File: src/hw/acsm_pkg.sv
// package: constants and types for the converter setup and mode control
package acsm_pkg;
  // register select codes seen on the register access port
  localparam logic [2:0] SEL_SETUP = 3'h1;
  localparam logic [2:0] SEL_DATA = 3'h3;
  // setup register field positions
  localparam int MODE_HI_POS = 7;
  localparam int MODE_LO_POS = 6;
  localparam int GAIN_HI_POS = 5;
  localparam int GAIN_LO_POS = 3;
  localparam int POLARITY_POS = 2;
  localparam int BUFFER_POS = 1;
  localparam int SYNC_POS = 0;
  // setup register reset value: only the sync hold bit set
  localparam logic [7:0] SETUP_RESET = 8'h01;
  // operating mode codes
  localparam logic [1:0] MODE_NORMAL = 2'h0;
  localparam logic [1:0] MODE_SELF_CAL = 2'h1;
  localparam logic [1:0] MODE_ZS_CAL = 2'h2;
  localparam logic [1:0] MODE_FS_CAL = 2'h3;
  // filter settling time in output-update periods
  localparam int SETTLE_WORDS = 3;
  // flag value after reset: high means no valid word yet
  localparam logic FLAG_RESET = 1'b1;

  // sequencer states
  typedef enum logic [2:0] {
    ST_HOLD,
    ST_SETTLE,
    ST_CONVERT,
    ST_CAL_ZS,
    ST_CAL_FS
  } acsm_state_type;

  // any non-normal mode code requests a calibration
  function automatic logic is_cal(input logic [1:0] mode);
    is_cal = (mode != MODE_NORMAL);
  endfunction : is_cal
endpackage : acsm_pkg

File: src/hw/acsm_ctrl_if.sv
// interface: control between the setup register and the conversion sequencer
`timescale 1ns/1ps
interface acsm_ctrl_if;
  logic [1:0] mode; // current operating mode field
  logic hold; // sync hold bit
  logic start; // pulse: setup written, restart per mode
  logic cal_done; // pulse: last calibration step finished
  logic word_load; // pulse: valid word goes to data register
  logic step_zs; // zero-scale step running
  logic step_fs; // full-scale step running

  modport regs (output mode, output hold, output start,
                input cal_done, input word_load, input step_zs, input step_fs);
  modport seq (input mode, input hold, input start,
               output cal_done, output word_load, output step_zs, output step_fs);
endinterface : acsm_ctrl_if

File: src/hw/acsm_top.sv
// setup register and operating-mode control of the sigma-delta converter
`timescale 1ns/1ps
// Function
// - eight-bit setup register, reset value 0x01
// - mode 00 runs continuous normal conversions
// - mode 01: self calibration, zero then full
// - mode 10: zero-scale system calibration
// - mode 11: full-scale system calibration
// - finished calibration clears mode to normal
// - flag high from calibration start to word
// - polarity bit: 0 bipolar, 1 unipolar
// - buffer bit: 0 bypassed, 1 in series
// - gain field sets amplifier gain everywhere
// - sync bit holds filter, modulator, calibration
// - first word three update periods after release
// - sync bit spares interface, never raises flag
// - channel comes from communications channel bits
module acsm_top #(
  parameter int SETTLE = acsm_pkg::SETTLE_WORDS
) (
  input wire logic sys_clk,
  input wire logic sys_rst,
  // register access from the serial interface, already decoded
  input wire logic acc_valid,
  input wire logic acc_write,
  input wire logic [2:0] acc_reg_sel,
  input wire logic [7:0] acc_wdata,
  output logic [7:0] acc_rdata,
  // channel bits held in the communications register
  input wire logic channel_sel_hi,
  input wire logic channel_sel_lo,
  // one pulse per filter output-update period
  input wire logic word_tick,
  // converter controls
  output logic [1:0] op_mode,
  output logic [2:0] gain_sel,
  output logic unipolar_sel,
  output logic buffer_en,
  output logic filter_sync_hold,
  output logic [1:0] conv_channel,
  output logic cal_internal,
  output logic zero_scale,
  output logic full_scale,
  output logic data_load,
  output logic conversion_ready_flag
);
  // the sequencer counter is four bits wide, so longer settling cannot be served
  if (SETTLE < 1 || SETTLE > 15)
  begin : g_settle_check
    $error("acsm_top: SETTLE must be 1..15");
  end

  logic [7:0] setup; // setup register contents
  logic [1:0] write_mode; // mode field carried by the present write
  logic setup_wr; // host writes the setup register
  logic setup_rd; // host reads the setup register
  logic data_rd; // host reads the data register
  logic cal_start; // write that starts a calibration

  acsm_ctrl_if ctrl ();

  // mode field of a setup value; write path, register and outputs all need it
  function automatic logic [1:0] mode_of(input logic [7:0] v);
    mode_of = v[acsm_pkg::MODE_HI_POS:acsm_pkg::MODE_LO_POS];
  endfunction : mode_of

  // gain field of a setup value
  function automatic logic [2:0] gain_of(input logic [7:0] v);
    gain_of = v[acsm_pkg::GAIN_HI_POS:acsm_pkg::GAIN_LO_POS];
  endfunction : gain_of

  // access decode; the host has already pointed the port at one register
  // other codes fall through untouched, and a data register write is dropped
  // here because that register is read only for the host
  assign setup_wr = acc_valid && acc_write && (acc_reg_sel == acsm_pkg::SEL_SETUP);
  assign setup_rd = acc_valid && !acc_write && (acc_reg_sel == acsm_pkg::SEL_SETUP);
  assign data_rd = acc_valid && !acc_write && (acc_reg_sel == acsm_pkg::SEL_DATA);
  assign write_mode = mode_of(acc_wdata);
  // sync hold set in the same write keeps calibration waiting, not lost
  assign cal_start = setup_wr && acsm_pkg::is_cal(write_mode);

  // setup register; a host write wins over the automatic mode clear
  // so a write landing on the last calibration tick keeps the host's mode
  always_ff @(posedge sys_clk)
  begin
    if (sys_rst)
      setup <= acsm_pkg::SETUP_RESET;
    else if (setup_wr)
      setup <= acc_wdata;
    else if (ctrl.cal_done)
      setup[acsm_pkg::MODE_HI_POS:acsm_pkg::MODE_LO_POS] <= acsm_pkg::MODE_NORMAL;
  end

  // register fields toward the sequencer
  // mode and sync go straight from the register, not via the output copies
  assign ctrl.mode = mode_of(setup);
  assign ctrl.hold = setup[acsm_pkg::SYNC_POS];
  // every setup write restarts the sequencer, whatever mode it carries
  assign ctrl.start = setup_wr;

  // read data; other registers live elsewhere and read zero here
  // the conversion word itself is served by the output path, not by this block
  always_ff @(posedge sys_clk)
  begin
    if (sys_rst)
      acc_rdata <= 8'h00;
    else if (setup_rd)
      acc_rdata <= setup;
    else
      acc_rdata <= 8'h00;
  end

  // mode copy for the converter; one cycle behind the register, like every field
  always_ff @(posedge sys_clk)
  begin
    if (sys_rst)
      op_mode <= mode_of(acsm_pkg::SETUP_RESET);
    else
      op_mode <= mode_of(setup);
  end

  // amplifier gain, used alike for conversions and calibrations
  always_ff @(posedge sys_clk)
  begin
    if (sys_rst)
      gain_sel <= gain_of(acsm_pkg::SETUP_RESET);
    else
      gain_sel <= gain_of(setup);
  end

  // input polarity: 0 bipolar, 1 unipolar
  always_ff @(posedge sys_clk)
  begin
    if (sys_rst)
      unipolar_sel <= acsm_pkg::SETUP_RESET[acsm_pkg::POLARITY_POS];
    else
      unipolar_sel <= setup[acsm_pkg::POLARITY_POS];
  end

  // input buffer: 0 bypassed to save supply current, 1 in series
  always_ff @(posedge sys_clk)
  begin
    if (sys_rst)
      buffer_en <= acsm_pkg::SETUP_RESET[acsm_pkg::BUFFER_POS];
    else
      buffer_en <= setup[acsm_pkg::BUFFER_POS];
  end

  // sync hold toward filter and modulator; the host port is never held by it
  always_ff @(posedge sys_clk)
  begin
    if (sys_rst)
      filter_sync_hold <= acsm_pkg::SETUP_RESET[acsm_pkg::SYNC_POS];
    else
      filter_sync_hold <= setup[acsm_pkg::SYNC_POS];
  end

  // channel taken from the communications register bits
  // limitation: not latched per calibration, the host keeps the bits steady
  always_ff @(posedge sys_clk)
  begin
    if (sys_rst)
      conv_channel <= 2'h0;
    else
      conv_channel <= {channel_sel_hi, channel_sel_lo};
  end

  // calibration step indicators, one cycle behind the sequencer
  always_ff @(posedge sys_clk)
  begin
    if (sys_rst)
    begin
      zero_scale <= 1'b0;
      full_scale <= 1'b0;
      cal_internal <= 1'b0;
    end
    else
    begin
      zero_scale <= ctrl.step_zs;
      full_scale <= ctrl.step_fs;
      // internal shorted inputs and reference only in self calibration
      cal_internal <= (ctrl.step_zs || ctrl.step_fs) &&
        (ctrl.mode == acsm_pkg::MODE_SELF_CAL);
    end
  end

  // load strobe toward the data register; the flag below falls on the same edge
  always_ff @(posedge sys_clk)
  begin
    if (sys_rst)
      data_load <= 1'b0;
    else
      data_load <= ctrl.word_load;
  end

  // ready flag: high means no unread valid word
  // setting wins over clearing, so a start never gets lost
  // a data register read marks the word as taken, the next load clears it
  // limitation: a read racing a load leaves the flag high until the next word
  always_ff @(posedge sys_clk)
  begin
    if (sys_rst)
      conversion_ready_flag <= acsm_pkg::FLAG_RESET;
    else if (cal_start || data_rd)
      conversion_ready_flag <= 1'b1;
    else if (ctrl.word_load)
      conversion_ready_flag <= 1'b0;
    // a write that only sets sync hold leaves the flag alone
  end

  // sequencer; it keeps running while the host talks
  // a setup write in mid-calibration aborts it and starts over per the new mode
  acsm_seq #(
    .SETTLE(SETTLE)
  ) u_seq (
    .sys_clk(sys_clk),
    .sys_rst(sys_rst),
    .word_tick(word_tick),
    .ctrl(ctrl.seq)
  );
endmodule : acsm_top

File: src/hw/acsm_seq.sv
// conversion and calibration sequencer driven by output-update ticks
`timescale 1ns/1ps
module acsm_seq #(
  parameter int SETTLE = acsm_pkg::SETTLE_WORDS
) (
  input wire logic sys_clk,
  input wire logic sys_rst,
  input wire logic word_tick,
  acsm_ctrl_if.seq ctrl
);
  // counter is four bits wide, so a longer settling time cannot be counted
  if (SETTLE < 1 || SETTLE > 15)
  begin : g_settle_check
    $error("acsm_seq: SETTLE must be 1..15");
  end

  acsm_pkg::acsm_state_type state; // sequencer state
  acsm_pkg::acsm_state_type next_state; // state after this cycle
  logic [3:0] tick_count; // update periods seen in this step
  logic step_end; // this tick ends the current step

  assign step_end = word_tick && (tick_count == 4'(SETTLE - 1));

  // next state choice
  always_comb
  begin
    next_state = state;
    case (state)
      acsm_pkg::ST_HOLD:
        if (!ctrl.hold)
          next_state = acsm_pkg::is_cal(ctrl.mode) ?
            ((ctrl.mode == acsm_pkg::MODE_FS_CAL) ? acsm_pkg::ST_CAL_FS : acsm_pkg::ST_CAL_ZS)
            : acsm_pkg::ST_SETTLE;
      acsm_pkg::ST_SETTLE:
        if (step_end)
          next_state = acsm_pkg::ST_CONVERT;
      acsm_pkg::ST_CONVERT:
        next_state = acsm_pkg::ST_CONVERT;
      acsm_pkg::ST_CAL_ZS:
        if (step_end)
          next_state = (ctrl.mode == acsm_pkg::MODE_SELF_CAL) ?
            acsm_pkg::ST_CAL_FS : acsm_pkg::ST_SETTLE;
      acsm_pkg::ST_CAL_FS:
        if (step_end)
          next_state = acsm_pkg::ST_SETTLE;
      default:
        next_state = acsm_pkg::ST_HOLD;
    endcase
    // a setup write restarts the sequence per the new mode
    if (ctrl.start)
      next_state = acsm_pkg::ST_HOLD;
    // sync hold keeps filter and calibration control in reset
    if (ctrl.hold)
      next_state = acsm_pkg::ST_HOLD;
  end

  // state register
  always_ff @(posedge sys_clk)
  begin
    if (sys_rst)
      state <= acsm_pkg::ST_HOLD;
    else
      state <= next_state;
  end

  // tick counter restarts with every step
  always_ff @(posedge sys_clk)
  begin
    if (sys_rst || next_state != state || state == acsm_pkg::ST_HOLD)
      tick_count <= 4'h0;
    else if (word_tick && state != acsm_pkg::ST_CONVERT)
      tick_count <= tick_count + 4'h1;
  end

  // event pulses toward the register side
  always_ff @(posedge sys_clk)
  begin
    if (sys_rst)
    begin
      ctrl.cal_done <= 1'b0;
      ctrl.word_load <= 1'b0;
    end
    else
    begin
      ctrl.cal_done <= !ctrl.start && !ctrl.hold && step_end &&
        ((state == acsm_pkg::ST_CAL_FS) ||
         (state == acsm_pkg::ST_CAL_ZS && ctrl.mode == acsm_pkg::MODE_ZS_CAL));
      ctrl.word_load <= !ctrl.start && !ctrl.hold &&
        ((state == acsm_pkg::ST_SETTLE && step_end) ||
         (state == acsm_pkg::ST_CONVERT && word_tick));
    end
  end

  assign ctrl.step_zs = (state == acsm_pkg::ST_CAL_ZS);
  assign ctrl.step_fs = (state == acsm_pkg::ST_CAL_FS);
endmodule : acsm_seq

File: config.mk
export PLATFORM = sky130hd
export DESIGN_NAME = acsm_top
export DESIGN_NICKNAME = d
export VERILOG_FILES = /design/src/hw/acsm_pkg.sv /design/src/hw/acsm_ctrl_if.sv /design/src/hw/acsm_top.sv /design/src/hw/acsm_seq.sv
export SDC_FILE = /design/constraint.sdc
export NUM_CORES = 1
export LEC_CHECK = 0
export CAP_MARGIN = 5
export CORE_UTILIZATION = 45
export DETAILED_ROUTE_END_ITERATION = 12
export DONT_BUFFER_PORTS = 1
export PLACE_DENSITY = 0.58
export SLEW_MARGIN = 20
export SYNTH_ARGS = -nofsm -noshare
export SYNTH_HDL_FRONTEND = slang
export SYNTH_SLANG_ARGS = --single-unit
File: constraint.sdc
create_clock -name sys_clk -period 2.1 [get_ports sys_clk]
set_clock_uncertainty 0.15 [all_clocks]
set_input_delay 0.21 -clock sys_clk [delete_from_list [all_inputs] [get_ports sys_clk]]
set_output_delay 0.21 -clock sys_clk [all_outputs]
set_load 0.05 [all_outputs]
==> out/metrics.cfg <==
[run_status]
status=complete, no violations

[timing]
max_slew_margin_pct=29.7
report.final.slew_viol_count=0
setup_viol=0
period_needed_ns=2.00
final-hold-violation-count=0
worstMarginPinSlew_ns=1.06
fin_crit_sh_pct=95.2
finalWorstSetupSlack_ns=0.101
max_freq_ghz=0.500
grt_setup_unrepaired=false
tns_ns=0

[synth]
synthFlopType=dfxtp_1
synth_cells=165
avgSynthCellArea_sq_um=9.49
synth_nets=189
yosysWarningCount=0
synth_edf_count=0
synth.distinct_cells=39
synth-seq-cells=40
syn-cell-area_sq_um=1570
ys_seq_area_share_pct=51.1
async_flop_share_pct=0

[grt]
grt_max_degree=32
grt.overflow.total=0
grt_usage_pct=18.9
grt_pass1_wl_mm=5.02
grt_pass1_vias=1121
antenna_found_initial=0

[hold_path]
hold_class=input port to register

[critical_path]
slowest_stage=dlygate4sd3_1
path_class=input port to register
slowest_delay_ns=0.57
crit_top_cell=dlygate4sd3_1
cp-end-kind=register
worstPathArrival_ns=2.15
crit_fanout=2
startpoint_type=input port
worstPathCellList=dlygate4sd3_1 -> nand2_1 -> dlygate4sd3_1 -> o31ai_1 -> dlygate4sd3_1
required_ns=2.25

[clock_tree]
cts_tree=done
clockRootBuffer=clkbuf_4
insertion_delay_ns=0.34
cts_sinks=40
htreeDepth=2
cts_setup_buffers=0
cts_made_buffers=5
clockBufferDepth=2
clk_pin_slew_worst_paths_ns=0.11

[run]
drv_cap=0

[routing]
ant_nets=0
drcViolationCount=0
drtIter0Drc=79
drtPass1Iterations=4
wirelength_mm=3.19
vias=1212
wl_per_cell_um=13.6
via_per_inst=5.18

[die]
core_sq_um=3340
pin_count=41
dieArea_sq_um=3720
rows=21
die_x_um=61
chipHeight_um=61
start_util_pct=46.9

[power_and_ir_drop]
p_leak_nw=0.667
p_per_area_nw_per_um2=705
vdd_drop_max_v=0.000225

[placement]
routabilityCongestion=0.733
dp_hpwl_mm=2.00
place_ws_ns=-0.00640
port-buffer-count=0

[final_layout]
layout_common_cells=dfxtp_1, dlygate4sd3_1, nand2_1, a21oi_1, nor2_1
fin_nets=211
final_common_cell=dfxtp_1
drive_above_1_share_pct=7.98
syn_to_final_growth_pct=20.4
fill_cells=297
antennaDiodeCount=0

## final timing paths
kind	from	endpoint	slack (ns)	cells after the start
max	acc_valid	conversion_ready_flag$_SDFFE_PP1P_	0.10	5
min reg2reg	setup[2]$_SDFFE_PP0P_	setup[2]$_SDFFE_PP0P_	0.32	2
min	word_tick	u_seq.ctrl.cal_done$_SDFF_PP0_	0.04	2
max reg2reg	u_seq.tick_count[0]$_SDFFE_PP0P_	u_seq.tick_count[1]$_SDFFE_PP0P_	0.13	7
## cell type report
cell class                      instances  area [sq um]  area share [%]
Clock buffer                            6          41.3            2.19
Clock inverter                          2          35.0            1.86
Inverter                                5          18.8           0.995
Multi-Input combinational cell        111           693            36.8
Sequential cell                        40           802            42.5
Tap cell                               46          57.6            3.05
Timing Repair Buffer                   24           238            12.6
## metal layers
layer / global-route usage, % / part of all wire (%)
met1: 21.3 / 44
met2: 33.0 / 50
met3: 6.82 / 5.5
met4: 6.49 / 0.85
met5: 0 / 0
## metrics by stage
stage | area [sq um] | hold WS [ns] | power, W | cells | utilization (%)
6_report | 1890 | 0.0372 | 0.00133 | 234 | 56.5
5_1_grt | 1890 | 0.0182 | 0.00139 | 234 | 56.5
4_1_cts | 1880 | 0.00801 | 0.00134 | 234 | 56.2
3_5_place_dp | 1580 | 0.132 | 0.000819 | 204 | 47.3
3_3_place_gp | 1580 | 0.132 | 0.000818 | 204 | 47.3
2_1_floorplan | 1570 | 0.150 | 0.000825 | 165 | -
## power breakdown
group / total (W) / internal, W / switching (W)
combinational: 0.0000589 / 0.0000321 / 0.0000269
sequential: 0.000779 / 0.000764 / 0.0000151
clock: 0.000491 / 0.000250 / 0.000242
total: 0.00133 / 0.00105 / 0.000284
## sequential cells by signal (all words and copies together) (netlist names), 2 cells and up
signal	flops
acc_rdata	8
conv_channel	2
gain_sel	3
op_mode	2
setup	8
u_seq.state	3
u_seq.tick_count	4
## cell usage after synthesis (3+ instances only)
library cell	number	area share (%)
a21oi_1	13	4.2
ha_1	6	4.8
nor2_1	13	3.1
nor3_1	5	1.6
nand2_1	17	4.1
nor2b_1	7	2.8
o21ai_0	3	0.96
dfxtp_1	40	51
inv_1	5	1.2
nor4_1	4	1.6
and2_1	7	2.8
nand3_1	7	2.2
clkbuf_1	4	0.96
## kinds of logic after synthesis
| kind of cell | after synthesis | share of synthesized area [%] |
|---|---|---|
| simple gates | 72 | 24.4 |
| flops | 40 | 51.1 |
| compound gates | 28 | 11.6 |
| buf+inv | 14 | 5.03 |
| fa+ha+maj | 6 | 4.79 |
| xor+xnor | 3 | 1.68 |
| mux | 2 | 1.36 |
## repair_timing
item / in CTS / in global routing
endpoints found under the hold margin: 36 / 0
gates resized for setup: 1 / 3
hold buffers: 22 / 0
setup endpoints to repair: 4 / 5
## worst max-delay path, delay by kind of cell
kind	cells	cell delay (ns)
buffers and inverters	3	1.66
AOI/OAI and AO/OA	1	0.22
and+or+nand+nor	1	0.06
Note: power is estimated with default switching activity, not from simulation.
